$ cat src/logic/pllps_map.vh
// register offsets, field positions and reset values for the pll group three profile block
`ifndef PLLPS_MAP_VH
`define PLLPS_MAP_VH
`define PLLPS_ADDR_W 8
`define PLLPS_OFF_SPREAD_HI 8'h30
`define PLLPS_OFF_SPREAD_MID 8'h31
`define PLLPS_OFF_SPREAD_LO 8'h32
`define PLLPS_OFF_VCO_SEL 8'h33
`define PLLPS_OFF_MUX_STATE 8'h34
`define PLLPS_OFF_STATE_SEL 8'h35
`define PLLPS_OFF_DIR_DIV6 8'h36
`define PLLPS_OFF_DIV7 8'h37
`define PLLPS_OFF_LIMIT 8'h40
`define PLLPS_RST_SPREAD_HI 8'h00
`define PLLPS_RST_SPREAD_MID 8'h00
`define PLLPS_RST_SPREAD_LO 8'h00
`define PLLPS_RST_VCO_SEL 8'h00
`define PLLPS_RST_MUX_STATE 8'hED
`define PLLPS_RST_STATE_SEL 8'h02
`define PLLPS_RST_DIR_DIV6 8'h01
`define PLLPS_RST_DIV7 8'h01
`define PLLPS_BIT_BYPASS 7
`define PLLPS_BIT_M6 6
`define PLLPS_BIT_DIR 7
`define PLLPS_M7_HI 5
`define PLLPS_M7_LO 4
`define PLLPS_STB_HI 3
`define PLLPS_STB_LO 2
`define PLLPS_STA_HI 1
`define PLLPS_STA_LO 0
`define PLLPS_SRC_DIV4 2'h0
`define PLLPS_SRC_DIV6 2'h1
`define PLLPS_SRC_DIV7 2'h2
`define PLLPS_ST_OFF_PD 2'h0
`define PLLPS_ST_TRI 2'h1
`define PLLPS_ST_LOW 2'h2
`define PLLPS_ST_ON 2'h3
`define PLLPS_RST_BYPASS 1'h1
`define PLLPS_RST_PD 1'h1
`define PLLPS_RST_SIX_SRC 1'h1
`define PLLPS_RST_DIV 7'h01
`endif

$ cat src/logic/pllps_out_state.v
// decodes a two-bit output-state definition into pin controls
`timescale 1ns/1ps
`default_nettype none
`include "pllps_map.vh"
module pllps_out_state (
  input wire [1:0] i_state, // selected state definition
  output wire o_drive_en, // outputs driven (not 3-state)
  output wire o_force_low, // outputs held low
  output wire o_pll_pd // state also powers the pll down
);
  assign o_drive_en = (i_state == `PLLPS_ST_LOW) || (i_state == `PLLPS_ST_ON);
  assign o_force_low = (i_state == `PLLPS_ST_LOW);
  assign o_pll_pd = (i_state == `PLLPS_ST_OFF_PD);
endmodule // pllps_out_state
`default_nettype wire

$ cat src/logic/pllps_top.v
// pll group three profile selection and configuration registers
// Function
// - eight 3-bit spread amount codes, one per profile, some split across bytes
// - one bit picks down-spread (0) or center-spread (1)
// - per-profile bit picks first (0) or second (1) vco setting
// - bypass bit 1 bypasses and powers down pll, default 1
// - output six source: 0 divider four, 1 divider six, default 1
// - output seven source: 00 div4, 01 div6, 10 div7, 11 reserved
// - state codes: 00 3-state plus pll down, 01 3-state, 10 low, 11 on
// - per-profile bit applies state definition a (0) or b (1)
// - eight stored profiles, chosen by three control pins
// - fields take listed defaults after reset
// - configuration bytes travel msb first
// - divider value 0 means reset and standby, 1..127 the ratio
//
// The plain strobed port was chosen for this implementation.
`timescale 1ns/1ps
`default_nettype none
`include "pllps_map.vh"
module pllps_top (
  input wire i_sys_clk, // system clock, 40 MHz
  input wire i_srst, // synchronous reset, active high
  input wire [7:0] i_addr, // register byte offset
  input wire [7:0] i_wdata, // write data, bit 7 is the first serial bit
  input wire i_wr, // write strobe
  input wire i_rd, // read strobe
  input wire i_control_pin_zero, // profile select bit 0
  input wire i_control_pin_one, // profile select bit 1
  input wire i_control_pin_two, // profile select bit 2
  output reg [7:0] o_rdata, // read data, one cycle after strobe
  output reg [2:0] o_profile, // active profile index
  output reg [2:0] o_spread_amount_code, // active spread amount, 0 = off
  output reg o_spread_direction_bit, // 0 down, 1 center
  output reg o_vco_setting_select_bit, // 0 first, 1 second vco setting
  output reg o_pll_bypass, // pll bypassed
  output reg o_pll_power_down, // pll powered down
  output reg o_out_six_source_select, // 0 div4, 1 div6
  output reg [1:0] o_out_seven_source_select, // 00 div4, 01 div6, 10 div7
  output reg o_out_seven_source_bad, // reserved code programmed
  output reg o_clock_out_drive_en, // outputs six and seven driven
  output reg o_clock_out_force_low, // outputs six and seven held low
  output reg [6:0] o_divider_out_six, // div6 ratio
  output reg o_divider_out_six_standby, // div6 in reset and standby
  output reg [6:0] o_divider_out_seven, // div7 ratio
  output reg o_divider_out_seven_standby // div7 in reset and standby
);
  reg [7:0] spread_hi_reg;
  reg [7:0] spread_mid_reg;
  reg [7:0] spread_lo_reg;
  reg [7:0] vco_sel_reg;
  reg [7:0] mux_state_reg;
  reg [7:0] state_sel_reg;
  reg [7:0] dir_div6_reg;
  reg [7:0] div7_reg;
  reg [7:0] rdata_next;
  wire [23:0] spread_all;
  wire [2:0] prof_next;
  wire [2:0] codes [0:7];
  wire [1:0] state_sel;
  wire st_drive_en;
  wire st_force_low;
  wire st_pll_pd;
  wire [1:0] prof_state [0:7];
  wire wr_spread_hi;
  wire wr_spread_mid;
  wire wr_spread_lo;
  wire wr_vco_sel;
  wire wr_mux_state;
  wire wr_state_sel;
  wire wr_dir_div6;
  wire wr_div7;

  // profile 7 code sits at the top of 30h, profile 0 at the bottom of 32h
  assign spread_all = {spread_hi_reg, spread_mid_reg, spread_lo_reg};
  genvar gi;
  generate
    for (gi = 0; gi < 8; gi = gi + 1) begin : g_code
      assign codes[gi] = spread_all[gi*3+2:gi*3];
      assign prof_state[gi] = state_sel_reg[gi] ? mux_state_reg[`PLLPS_STB_HI:`PLLPS_STB_LO]
                                                : mux_state_reg[`PLLPS_STA_HI:`PLLPS_STA_LO];
    end
  endgenerate

  assign prof_next = {i_control_pin_two, i_control_pin_one, i_control_pin_zero};
  assign state_sel = prof_state[prof_next];

  pllps_out_state u_state (
    .i_state(state_sel),
    .o_drive_en(st_drive_en),
    .o_force_low(st_force_low),
    .o_pll_pd(st_pll_pd)
  );

  // write enables; offsets 38h..3Fh and above are accepted but not stored here
  // split codes straddle bytes, so software rewrites all three spread bytes together
  assign wr_spread_hi = i_wr && (i_addr == `PLLPS_OFF_SPREAD_HI);
  assign wr_spread_mid = i_wr && (i_addr == `PLLPS_OFF_SPREAD_MID);
  assign wr_spread_lo = i_wr && (i_addr == `PLLPS_OFF_SPREAD_LO);
  assign wr_vco_sel = i_wr && (i_addr == `PLLPS_OFF_VCO_SEL);
  assign wr_mux_state = i_wr && (i_addr == `PLLPS_OFF_MUX_STATE);
  assign wr_state_sel = i_wr && (i_addr == `PLLPS_OFF_STATE_SEL);
  assign wr_dir_div6 = i_wr && (i_addr == `PLLPS_OFF_DIR_DIV6);
  assign wr_div7 = i_wr && (i_addr == `PLLPS_OFF_DIV7);

  // 30h: codes of profiles 7 and 6, top two bits of profile 5
  always @(posedge i_sys_clk) begin
    if (i_srst) begin
      spread_hi_reg <= `PLLPS_RST_SPREAD_HI;
    end else if (wr_spread_hi) begin
      spread_hi_reg <= i_wdata;
    end
  end

  // 31h: rest of profile 5, profiles 4 and 3, top bit of profile 2
  always @(posedge i_sys_clk) begin
    if (i_srst) begin
      spread_mid_reg <= `PLLPS_RST_SPREAD_MID;
    end else if (wr_spread_mid) begin
      spread_mid_reg <= i_wdata;
    end
  end

  // 32h: rest of profile 2, profiles 1 and 0
  always @(posedge i_sys_clk) begin
    if (i_srst) begin
      spread_lo_reg <= `PLLPS_RST_SPREAD_LO;
    end else if (wr_spread_lo) begin
      spread_lo_reg <= i_wdata;
    end
  end

  // 33h: one vco setting select bit per profile
  always @(posedge i_sys_clk) begin
    if (i_srst) begin
      vco_sel_reg <= `PLLPS_RST_VCO_SEL;
    end else if (wr_vco_sel) begin
      vco_sel_reg <= i_wdata;
    end
  end

  // 34h: bypass, output sources and the two state definitions
  always @(posedge i_sys_clk) begin
    if (i_srst) begin
      mux_state_reg <= `PLLPS_RST_MUX_STATE;
    end else if (wr_mux_state) begin
      mux_state_reg <= i_wdata;
    end
  end

  // 35h: one state select bit per profile
  always @(posedge i_sys_clk) begin
    if (i_srst) begin
      state_sel_reg <= `PLLPS_RST_STATE_SEL;
    end else if (wr_state_sel) begin
      state_sel_reg <= i_wdata;
    end
  end

  // 36h: spread direction and divider six
  always @(posedge i_sys_clk) begin
    if (i_srst) begin
      dir_div6_reg <= `PLLPS_RST_DIR_DIV6;
    end else if (wr_dir_div6) begin
      dir_div6_reg <= i_wdata;
    end
  end

  // 37h: divider seven; bit 7 is reserved and kept zero
  always @(posedge i_sys_clk) begin
    if (i_srst) begin
      div7_reg <= `PLLPS_RST_DIV7;
    end else if (wr_div7) begin
      div7_reg <= {1'h0, i_wdata[6:0]};
    end
  end

  // byte bit 7 corresponds to the first bit on the serial wire
  always @* begin
    case (i_addr)
      `PLLPS_OFF_SPREAD_HI: rdata_next = spread_hi_reg;
      `PLLPS_OFF_SPREAD_MID: rdata_next = spread_mid_reg;
      `PLLPS_OFF_SPREAD_LO: rdata_next = spread_lo_reg;
      `PLLPS_OFF_VCO_SEL: rdata_next = vco_sel_reg;
      `PLLPS_OFF_MUX_STATE: rdata_next = mux_state_reg;
      `PLLPS_OFF_STATE_SEL: rdata_next = state_sel_reg;
      `PLLPS_OFF_DIR_DIV6: rdata_next = dir_div6_reg;
      `PLLPS_OFF_DIV7: rdata_next = div7_reg;
      default: rdata_next = 8'h00;
    endcase
  end

  // read data stands for the one cycle after the strobe, zero otherwise
  always @(posedge i_sys_clk) begin
    if (i_srst) begin
      o_rdata <= 8'h00;
    end else if (i_rd) begin
      o_rdata <= rdata_next;
    end else begin
      o_rdata <= 8'h00;
    end
  end

  // pins are taken as synchronous; no resync stage in front of them
  always @(posedge i_sys_clk) begin
    if (i_srst) begin
      o_profile <= 3'h0;
    end else begin
      o_profile <= prof_next;
    end
  end

  // amount code of the active profile, 0 is modulation off
  always @(posedge i_sys_clk) begin
    if (i_srst) begin
      o_spread_amount_code <= 3'h0;
    end else begin
      o_spread_amount_code <= codes[prof_next];
    end
  end

  // down or center spread, common to all profiles
  always @(posedge i_sys_clk) begin
    if (i_srst) begin
      o_spread_direction_bit <= 1'h0;
    end else begin
      o_spread_direction_bit <= dir_div6_reg[`PLLPS_BIT_DIR];
    end
  end

  // vco setting of the active profile
  always @(posedge i_sys_clk) begin
    if (i_srst) begin
      o_vco_setting_select_bit <= 1'h0;
    end else begin
      o_vco_setting_select_bit <= vco_sel_reg[prof_next];
    end
  end

  // bypass routes around the pll
  always @(posedge i_sys_clk) begin
    if (i_srst) begin
      o_pll_bypass <= `PLLPS_RST_BYPASS;
    end else begin
      o_pll_bypass <= mux_state_reg[`PLLPS_BIT_BYPASS];
    end
  end

  // a state definition of 00 also powers the pll down
  // bypass always powers down, whatever state the profile selects
  always @(posedge i_sys_clk) begin
    if (i_srst) begin
      o_pll_power_down <= `PLLPS_RST_PD;
    end else begin
      o_pll_power_down <= mux_state_reg[`PLLPS_BIT_BYPASS] | st_pll_pd;
    end
  end

  // output six takes divider four or divider six
  always @(posedge i_sys_clk) begin
    if (i_srst) begin
      o_out_six_source_select <= `PLLPS_RST_SIX_SRC;
    end else begin
      o_out_six_source_select <= mux_state_reg[`PLLPS_BIT_M6];
    end
  end

  // reserved code passed through; flagged so the mux can park safely
  always @(posedge i_sys_clk) begin
    if (i_srst) begin
      o_out_seven_source_select <= `PLLPS_SRC_DIV7;
    end else begin
      o_out_seven_source_select <= mux_state_reg[`PLLPS_M7_HI:`PLLPS_M7_LO];
    end
  end

  // reserved output seven source programmed
  always @(posedge i_sys_clk) begin
    if (i_srst) begin
      o_out_seven_source_bad <= 1'h0;
    end else begin
      o_out_seven_source_bad <= (mux_state_reg[`PLLPS_M7_HI:`PLLPS_M7_LO] == 2'h3);
    end
  end

  // both outputs of the group follow one state, never each its own
  // states 10 and 11 drive the pins, 00 and 01 leave them 3-state
  always @(posedge i_sys_clk) begin
    if (i_srst) begin
      o_clock_out_drive_en <= 1'h0;
    end else begin
      o_clock_out_drive_en <= st_drive_en;
    end
  end

  // state 10 holds the pins low instead of toggling
  always @(posedge i_sys_clk) begin
    if (i_srst) begin
      o_clock_out_force_low <= 1'h0;
    end else begin
      o_clock_out_force_low <= st_force_low;
    end
  end

  // divider six ratio
  always @(posedge i_sys_clk) begin
    if (i_srst) begin
      o_divider_out_six <= `PLLPS_RST_DIV;
    end else begin
      o_divider_out_six <= dir_div6_reg[6:0];
    end
  end

  // ratio 0 parks divider six in reset and standby
  always @(posedge i_sys_clk) begin
    if (i_srst) begin
      o_divider_out_six_standby <= 1'h0;
    end else begin
      o_divider_out_six_standby <= (dir_div6_reg[6:0] == 7'h00);
    end
  end

  // divider seven ratio
  always @(posedge i_sys_clk) begin
    if (i_srst) begin
      o_divider_out_seven <= `PLLPS_RST_DIV;
    end else begin
      o_divider_out_seven <= div7_reg[6:0];
    end
  end

  // ratio 0 parks divider seven in reset and standby
  always @(posedge i_sys_clk) begin
    if (i_srst) begin
      o_divider_out_seven_standby <= 1'h0;
    end else begin
      o_divider_out_seven_standby <= (div7_reg[6:0] == 7'h00);
    end
  end
endmodule // pllps_top
`default_nettype wire

$ cat config.mk
export PLATFORM = sky130hd
export DESIGN_NAME = pllps_top
export DESIGN_NICKNAME = d
export VERILOG_FILES = /design/src/logic/pllps_out_state.v /design/src/logic/pllps_top.v
export VERILOG_INCLUDE_DIRS = /design/src /design/src/logic
export SDC_FILE = /design/constraint.sdc
export NUM_CORES = 1
export LEC_CHECK = 0
export ABC_AREA = 1
export BUFFER_PORTS_ARGS = -buffer_cell sky130_fd_sc_hd__buf_2
export CAP_MARGIN = 25
export CELL_PAD_IN_SITES_DETAIL_PLACEMENT = 0
export CELL_PAD_IN_SITES_GLOBAL_PLACEMENT = 1
export CORE_MARGIN = 2
export CORE_UTILIZATION = 41
export DETAILED_ROUTE_END_ITERATION = 6
export PLACE_DENSITY_LB_ADDON = 0.1
export SETUP_SLACK_MARGIN = 0.05
export SKIP_CTS_REPAIR_TIMING = 1
export SYNTH_ARGS = -nofsm -noshare
export SYNTH_HDL_FRONTEND = slang
export SYNTH_SLANG_ARGS = --single-unit
export TNS_END_PERCENT = 50
$ cat constraint.sdc
create_clock -name i_sys_clk -period 1.4 [get_ports i_sys_clk]
set_clock_uncertainty 0.15 [all_clocks]
set_input_delay 0.14 -clock i_sys_clk [delete_from_list [all_inputs] [get_ports i_sys_clk]]
set_output_delay 0.14 -clock i_sys_clk [all_outputs]
set_load 0.02 [all_outputs]
After elaboration in Yosys (flattened, before gate mapping)
Cells that the tools add are included.
{"block": "totals", "regBits": 103, "in_bits": 23, "out_inout_bits": 40, "word_cells": 70}
{"block": "op_classes", "order_cmp": 2, "eq_ne": 11, "mux": 17, "bitwise_logic": 3, "n_reduce_logical": 13}
{"op": "8-bit by 6-bit == test with 1-bit output, second input constant", "count": 8}
{"op": "8-bit case mux with 8 select lines", "count": 1}
{"op": "2-bit 2-to-1 mux", "count": 10}
{"op": "7-bit logical NOT", "count": 2}
{"op": "3-bit binary-select mux with 3-bit select", "count": 1}
{"op": "1-bit logical AND", "count": 8}
{"op": "2-bit binary-select mux with 3-bit select", "count": 1}
{"op": "2-bit == test, second input constant", "count": 3}
{"op": "3-bit 2-to-1 mux", "count": 2}
{"op": "4-bit >= comparator, second input constant", "count": 1}
{"op": "3-bit by 4-bit less-than comparator with 1-bit output, second input constant", "count": 1}
{"op": "3-bit NOT with 4-bit output", "count": 1}
{"op": "1-bit binary-select mux with 3-bit select", "count": 1}
{"op": "2-bit logical NOT", "count": 1}
{"op": "2-bit OR reduction", "count": 1}
{"op": "1-bit logical OR", "count": 1}
{"op": "1-bit 2-to-1 mux", "count": 1}
{"op": "1-bit NOT", "count": 1}
{"op": "1-bit bitwise OR", "count": 1}

Logic depth before layout (Yosys ltp)
{"block": "logic_depth", "word_depth": 6, "mapped_depth": 9, "ltp_nobuf": 8}

By module
Synthesis repeated with hierarchy kept, for this count alone.
{"block": "hier_totals", "hier_cells": 595, "hier_area_um2": 4484.3}
{"module": "pllps_top", "instances": 1, "cells_per_inst": 591, "area_per_inst_um2": 4466.8, "seq_area_each_um2": 2062.0}
{"module": "pllps_out_state", "instances": 1, "cells_per_inst": 4, "area_per_inst_um2": 17.5, "seq_area_each_um2": 0.0}

Worst setup path after synthesis
Ideal clock, no wire load.
{"block": "synth_path", "kind": "in2reg", "from": "input port i_addr[1]", "to": "register spread_mid_reg[3]", "setup_time_ps": 132, "t_arrival_ps": 1032, "required_time_ps": 1118, "path_slack_ps": 86, "cell_stages": 8, "path_buffers": 0, "path_cell_list": "inv_1 -> nand2_1 -> nor2_4 -> nand2_1 -> nor2_4 -> inv_1 -> nand2_1 -> a21oi_1"}
{"block": "synth_between", "elab_chain_cells": 2}
{"element": "start: declaration", "line": "pllps_top.v:23", "text": "input wire [7:0] i_addr,"}
{"element": "8-bit by 6-bit == test with 1-bit output"}
{"element": "1-bit logical AND", "line": "pllps_top.v:97", "text": "assign wr_spread_mid = i_wr && (i_addr == `PLLPS_OFF_SPREAD_MID);"}
{"element": "end signal: assignment", "line": "pllps_top.v:117", "text": "spread_mid_reg <= `PLLPS_RST_SPREAD_MID;"}
{"element": "end signal: assignment", "line": "pllps_top.v:119", "text": "spread_mid_reg <= i_wdata;"}
{"element": "end: declaration", "line": "pllps_top.v:48", "text": "reg [7:0] spread_mid_reg;"}
No other way between the ends.
A chain may end at the register's enable or synchronous reset.

Worst setup path in the final report
{"block": "layout_path", "from": "register mux_state_reg[1]", "to": "register o_clock_out_force_low"}
{"block": "layout_between", "elab_chain_cells": 5, "word_cells_on_any_way": 12, "classes_between": "eq/ne: 1; mux: 11"}
{"element": "start: declaration", "line": "pllps_top.v:51", "text": "reg [7:0] mux_state_reg;"}
{"element": "start signal: assignment", "line": "pllps_top.v:144", "text": "mux_state_reg <= `PLLPS_RST_MUX_STATE;"}
{"element": "start signal: assignment", "line": "pllps_top.v:146", "text": "mux_state_reg <= i_wdata;"}
{"element": "2-bit 2-to-1 mux", "line": "pllps_top.v:79", "text": "assign prof_state[gi] = state_sel_reg[gi] ? mux_state_reg[`PLLPS_STB_HI:`PLLPS_STB_LO]"}
{"element": "2-bit binary-select mux with 3-bit select (*)", "line": "pllps_top.v:85", "text": "assign state_sel = prof_state[prof_next];"}
{"element": "2-bit 2-to-1 mux (implied by the code) (*) (2 in a row)", "line": "pllps_top.v:85"}
{"element": "2-bit == test (no line) (*)"}
{"element": "end signal: assignment", "line": "pllps_top.v:300", "text": "o_clock_out_force_low <= st_force_low;"}
{"element": "end: declaration", "line": "pllps_top.v:41", "text": "output reg o_clock_out_force_low,"}
Every way passes the cells marked *; elsewhere a longest branch is shown, timed or not. The select of a mux whose other input is x is not followed.

==> summary.md <==
| Metric | Value |
|---|---|
| Status | `complete, but fails checks` |
| Failing checks | `hold timing` |
| Root buffer selected by CTS | `clkbuf_8` |
| Row Count | `37` |
| Max Buffers Root-to-Sink | `2` |
| Unique masters post-synth | `24` |
| Pre-CTS setup slack | `-364.5 ps` |
| Critical path class | `register to register` |
| Multi-input logic area | `~2000 um2` |
| FMAX | `~740 MHz` |
| Post-DP HPWL | `around 10000 um` |
| CTS tree | `built` |
| Hold Slack | `-0.2909 ps` |
| Nets@finish | `between 700 and 800` |
| Top cells by area, synth | `dfxtp_1 (47%), o21ai_0 (10%), a21oi_1 (8.4%)` |
| Worst min-delay path endpoint | `spread_mid_reg[3]` |
| First-pass GRT wire length | `approximately 22,000 um` |
| # port buffers | `between 60 and 70` |
| Initial DRT Pass Iterations | `4` |
| Initial Util | `a little over two fifths` |
| Final setup vio count | `0` |
| Cells after Synth | `607` |
| DRT iter0 DRCs | `184` |
| Fin. Hold Viols | `1` |
| Core area | `approximately 10,000 um2` |
| Crit path capture type | `register` |
| Layout cell share with drive strength beyond 1 | `a little under a quarter` |
| Vias in the first global route | `4,097` |
| Post-route ant nets | `0` |
| Clk_lat worst skew | `between 300 and 400 ps` |
| Sequential area share after synthesis | `46.63%` |
| Syn nets | `between 600 and 700` |
| Syn. warnings | `0` |
| Placer congestion estimate | `0.8974` |
| Worst slew margin | `between 70% and 80%` |
| Syn-to-layout area delta | `24.45%` |
| LEAKAGE | `2.301 nW` |
| RSZ-0062 raised after global routing | `true` |
| Crit start category | `register` |
| H-Tree Depth | `3` |
| Min Tclk post-route | `between 1000 and 1500 ps` |
| Synth Cell Area | `around 4400 um2` |
| Worst min-delay path category | `primary input to register` |
| Critical R2R Launch | `mux_state_reg[1]` |
| GRT Resource Usage Total | `around a quarter` |
| Crit Path Max Fanout | `5` |
| Drt wl/cell | `roughly 16 um` |
| Worst Setup SP | `mux_state_reg[1]` |
| GRT overflow | `0` |
| Die extent in y | `~110 um` |
| Worst reg-to-reg setup slack | `slightly below 50 ps` |
| # diodes | `0` |
| Die ar. | `~12,000 um2` |
| Initial antenna violation count | `0` |
| Avg Cell Area, Syn | `around 7.3 um2` |
| Yosys top cell area share | `a little under half` |
| Clock Sinks | `around 100` |
| Register area | `roughly 2100 um2` |
| Flops & latches, synth | `between 100 and 150` |
| Crit path DAT | `~1500 ps` |
| Final worst slack | `approximately 50 ps` |
| Cell accounting for the most synthesized area | `dfxtp_1` |
| Placed inst area | `~5100 um2` |
| Hold_sp | `i_wdata[3]` |
| Post-route cell area | `5503 um2` |
| Worst VDD drop | `roughly 0.43 mV` |
| Number of fill cells | `approximately 1,100` |
| Die X-Extent | `107.9 um` |
| Num CTS Buffers | `9` |
| Post-Route WL | `between 10,000 and 15,000 um` |
| Slew Viols, Final | `0` |
| FF-to-FF path depth | `8` |
| Vias | `roughly 4,400` |
| Vias per Instance | `approximately 5.2` |
| Req. time, crit path | `roughly 1600 ps` |
| Reg2Reg Capture Point | `o_clock_out_force_low` |
| Worst-path clk slew | `100 ps` |
| Final period utilization | `96.47%` |
| Largest net degree at the start of global routing | `65` |
| Total of max-cap violations | `0` |
| Hold depth | `3` |
| # IOs | `63` |
| Pwr Density | `between 900 and 1000 nW/um2` |
| Least-Margin Pin Slew | `between 300 and 400 ps` |
| DRC | `0` |
where the power goes:
group	switching [W]	total, W	internal (W)
Combinational	0.000294	0.000449	0.000155
Sequential	0.00000622	0.00295	0.00294
Clock	0.00110	0.00183	0.000723
how the worst max path moves through the flow:
stage	endpoint
floorplan	spread_mid_reg[3]
global placement	o_rdata[3]
detailed placement	o_rdata[3]
CTS	o_clock_out_force_low
global route	o_clock_out_force_low
finish	o_clock_out_force_low
placed cells by master, fill, tap and decap left out:
| cell | netlist | routed |
|---|---|---|
| dfxtp_1 | 103 | 99 |
| o21ai_0 | 91 | 86 |
| nand2_1 | 89 | 81 |
| a21oi_1 | 74 | 74 |
| nand3_1 | 69 | 65 |
| inv_1 | 63 | 63 |
| buf_2 | 10 | 62 |
| nor2_1 | 50 | 49 |
| buf_4 | 5 | 37 |
| nand2_2 | 3 | 11 |
| clkbuf_8 | 0 | 10 |
| o211ai_1 | 9 | 9 |
| dlygate4sd3_1 | 0 | 8 |
| nand3_2 | 4 | 7 |
| nor2_4 | 4 | 5 |
| clkinvlp_4 | 0 | 4 |
| inv_6 | 0 | 4 |
| buf_12 | 0 | 4 |
| clkinv_1 | 5 | 3 |
| nor2_2 | 3 | 3 |
| nand4_1 | 3 | 3 |
| o21ai_1 | 0 | 3 |
| o21ai_2 | 0 | 2 |
| nor4_1 | 2 | 2 |
| dfxtp_4 | 0 | 2 |
| dfxtp_2 | 0 | 2 |
| buf_6 | 1 | 2 |
| nor3_4 | 0 | 1 |
| inv_2 | 1 | 1 |
| nand3_4 | 0 | 1 |
| or2_2 | 1 | 1 |
| nor3_2 | 2 | 1 |
| o21a_1 | 1 | 1 |
| nor3_1 | 1 | 1 |
| clkinv_2 | 0 | 1 |
| clkinv_4 | 0 | 1 |
synthesized netlist by cell type:
cell type,number
a21oi_1,74
buf_2,10
buf_4,5
buf_6,1
clkbuf_1,13
clkinv_1,5
dfxtp_1,103
inv_1,63
inv_2,1
nand2_1,89
nand2_2,3
nand3_1,69
nand3_2,4
nand4_1,3
nor2_1,50
nor2_2,3
nor2_4,4
nor3_1,1
nor3_2,2
nor4_1,2
o211ai_1,9
o21a_1,1
o21ai_0,91
or2_2,1
metrics by stage:
step	util (%)	cells	power, W	TNS (ps)
5_1_grt	52.83	845	0.005443	-81.34
6_report	52.83	845	0.005224	0
2_1_floorplan	-	607	0.003238	0
3_5_place_dp	49.09	818	0.003440	-12460
3_3_place_gp	49.09	818	0.003439	-10040
4_1_cts	50.88	834	0.005242	-116.2
critical path, stage by stage, from the launching register on:
cell and delay, ps:
dfxtp_4 400, clkinvlp_4 160, nand2_1 100, nand3_1 70
nand3_1 80, nand3_2 80, nand2_2 100, nand2_2 60
nor2_2 100
cells by family after synthesis:
kind of cell / after synthesis / share of synthesized area, %
buf+inv: 98 / 9.197
flops: 103 / 46.63
simple gates: 231 / 23.80
compound gates: 175 / 20.37
layer usage:
metal | share of wire [%] | vias to the layer above | wire length, um | GRT usage, %
met4 | 1.9 | 0 | 263 | 8.059
met1 | 46 | 2007 | 6343 | 33.61
met3 | 4.5 | 22 | 623 | 3.814
li1 | - | 2213 | - | -
met2 | 48 | 126 | 6699 | 41.02
met5 | 0 | - | 0 | 0
area by class of cell:
| type | count | area share (%) |
|---|---|---|
| Timing Repair Buffer | 113 | 14.01 |
| Multi-Input combinational cell | 406 | 36.74 |
| Clock inverter | 6 | 0.8868 |
| Sequential cell | 103 | 37.65 |
| Inverter | 69 | 4.843 |
| Tap cell | 136 | 3.092 |
| Timing Repair inverter | 2 | 0.2729 |
| Clock buffer | 10 | 2.501 |
Power figures use the tool's default switching activity.
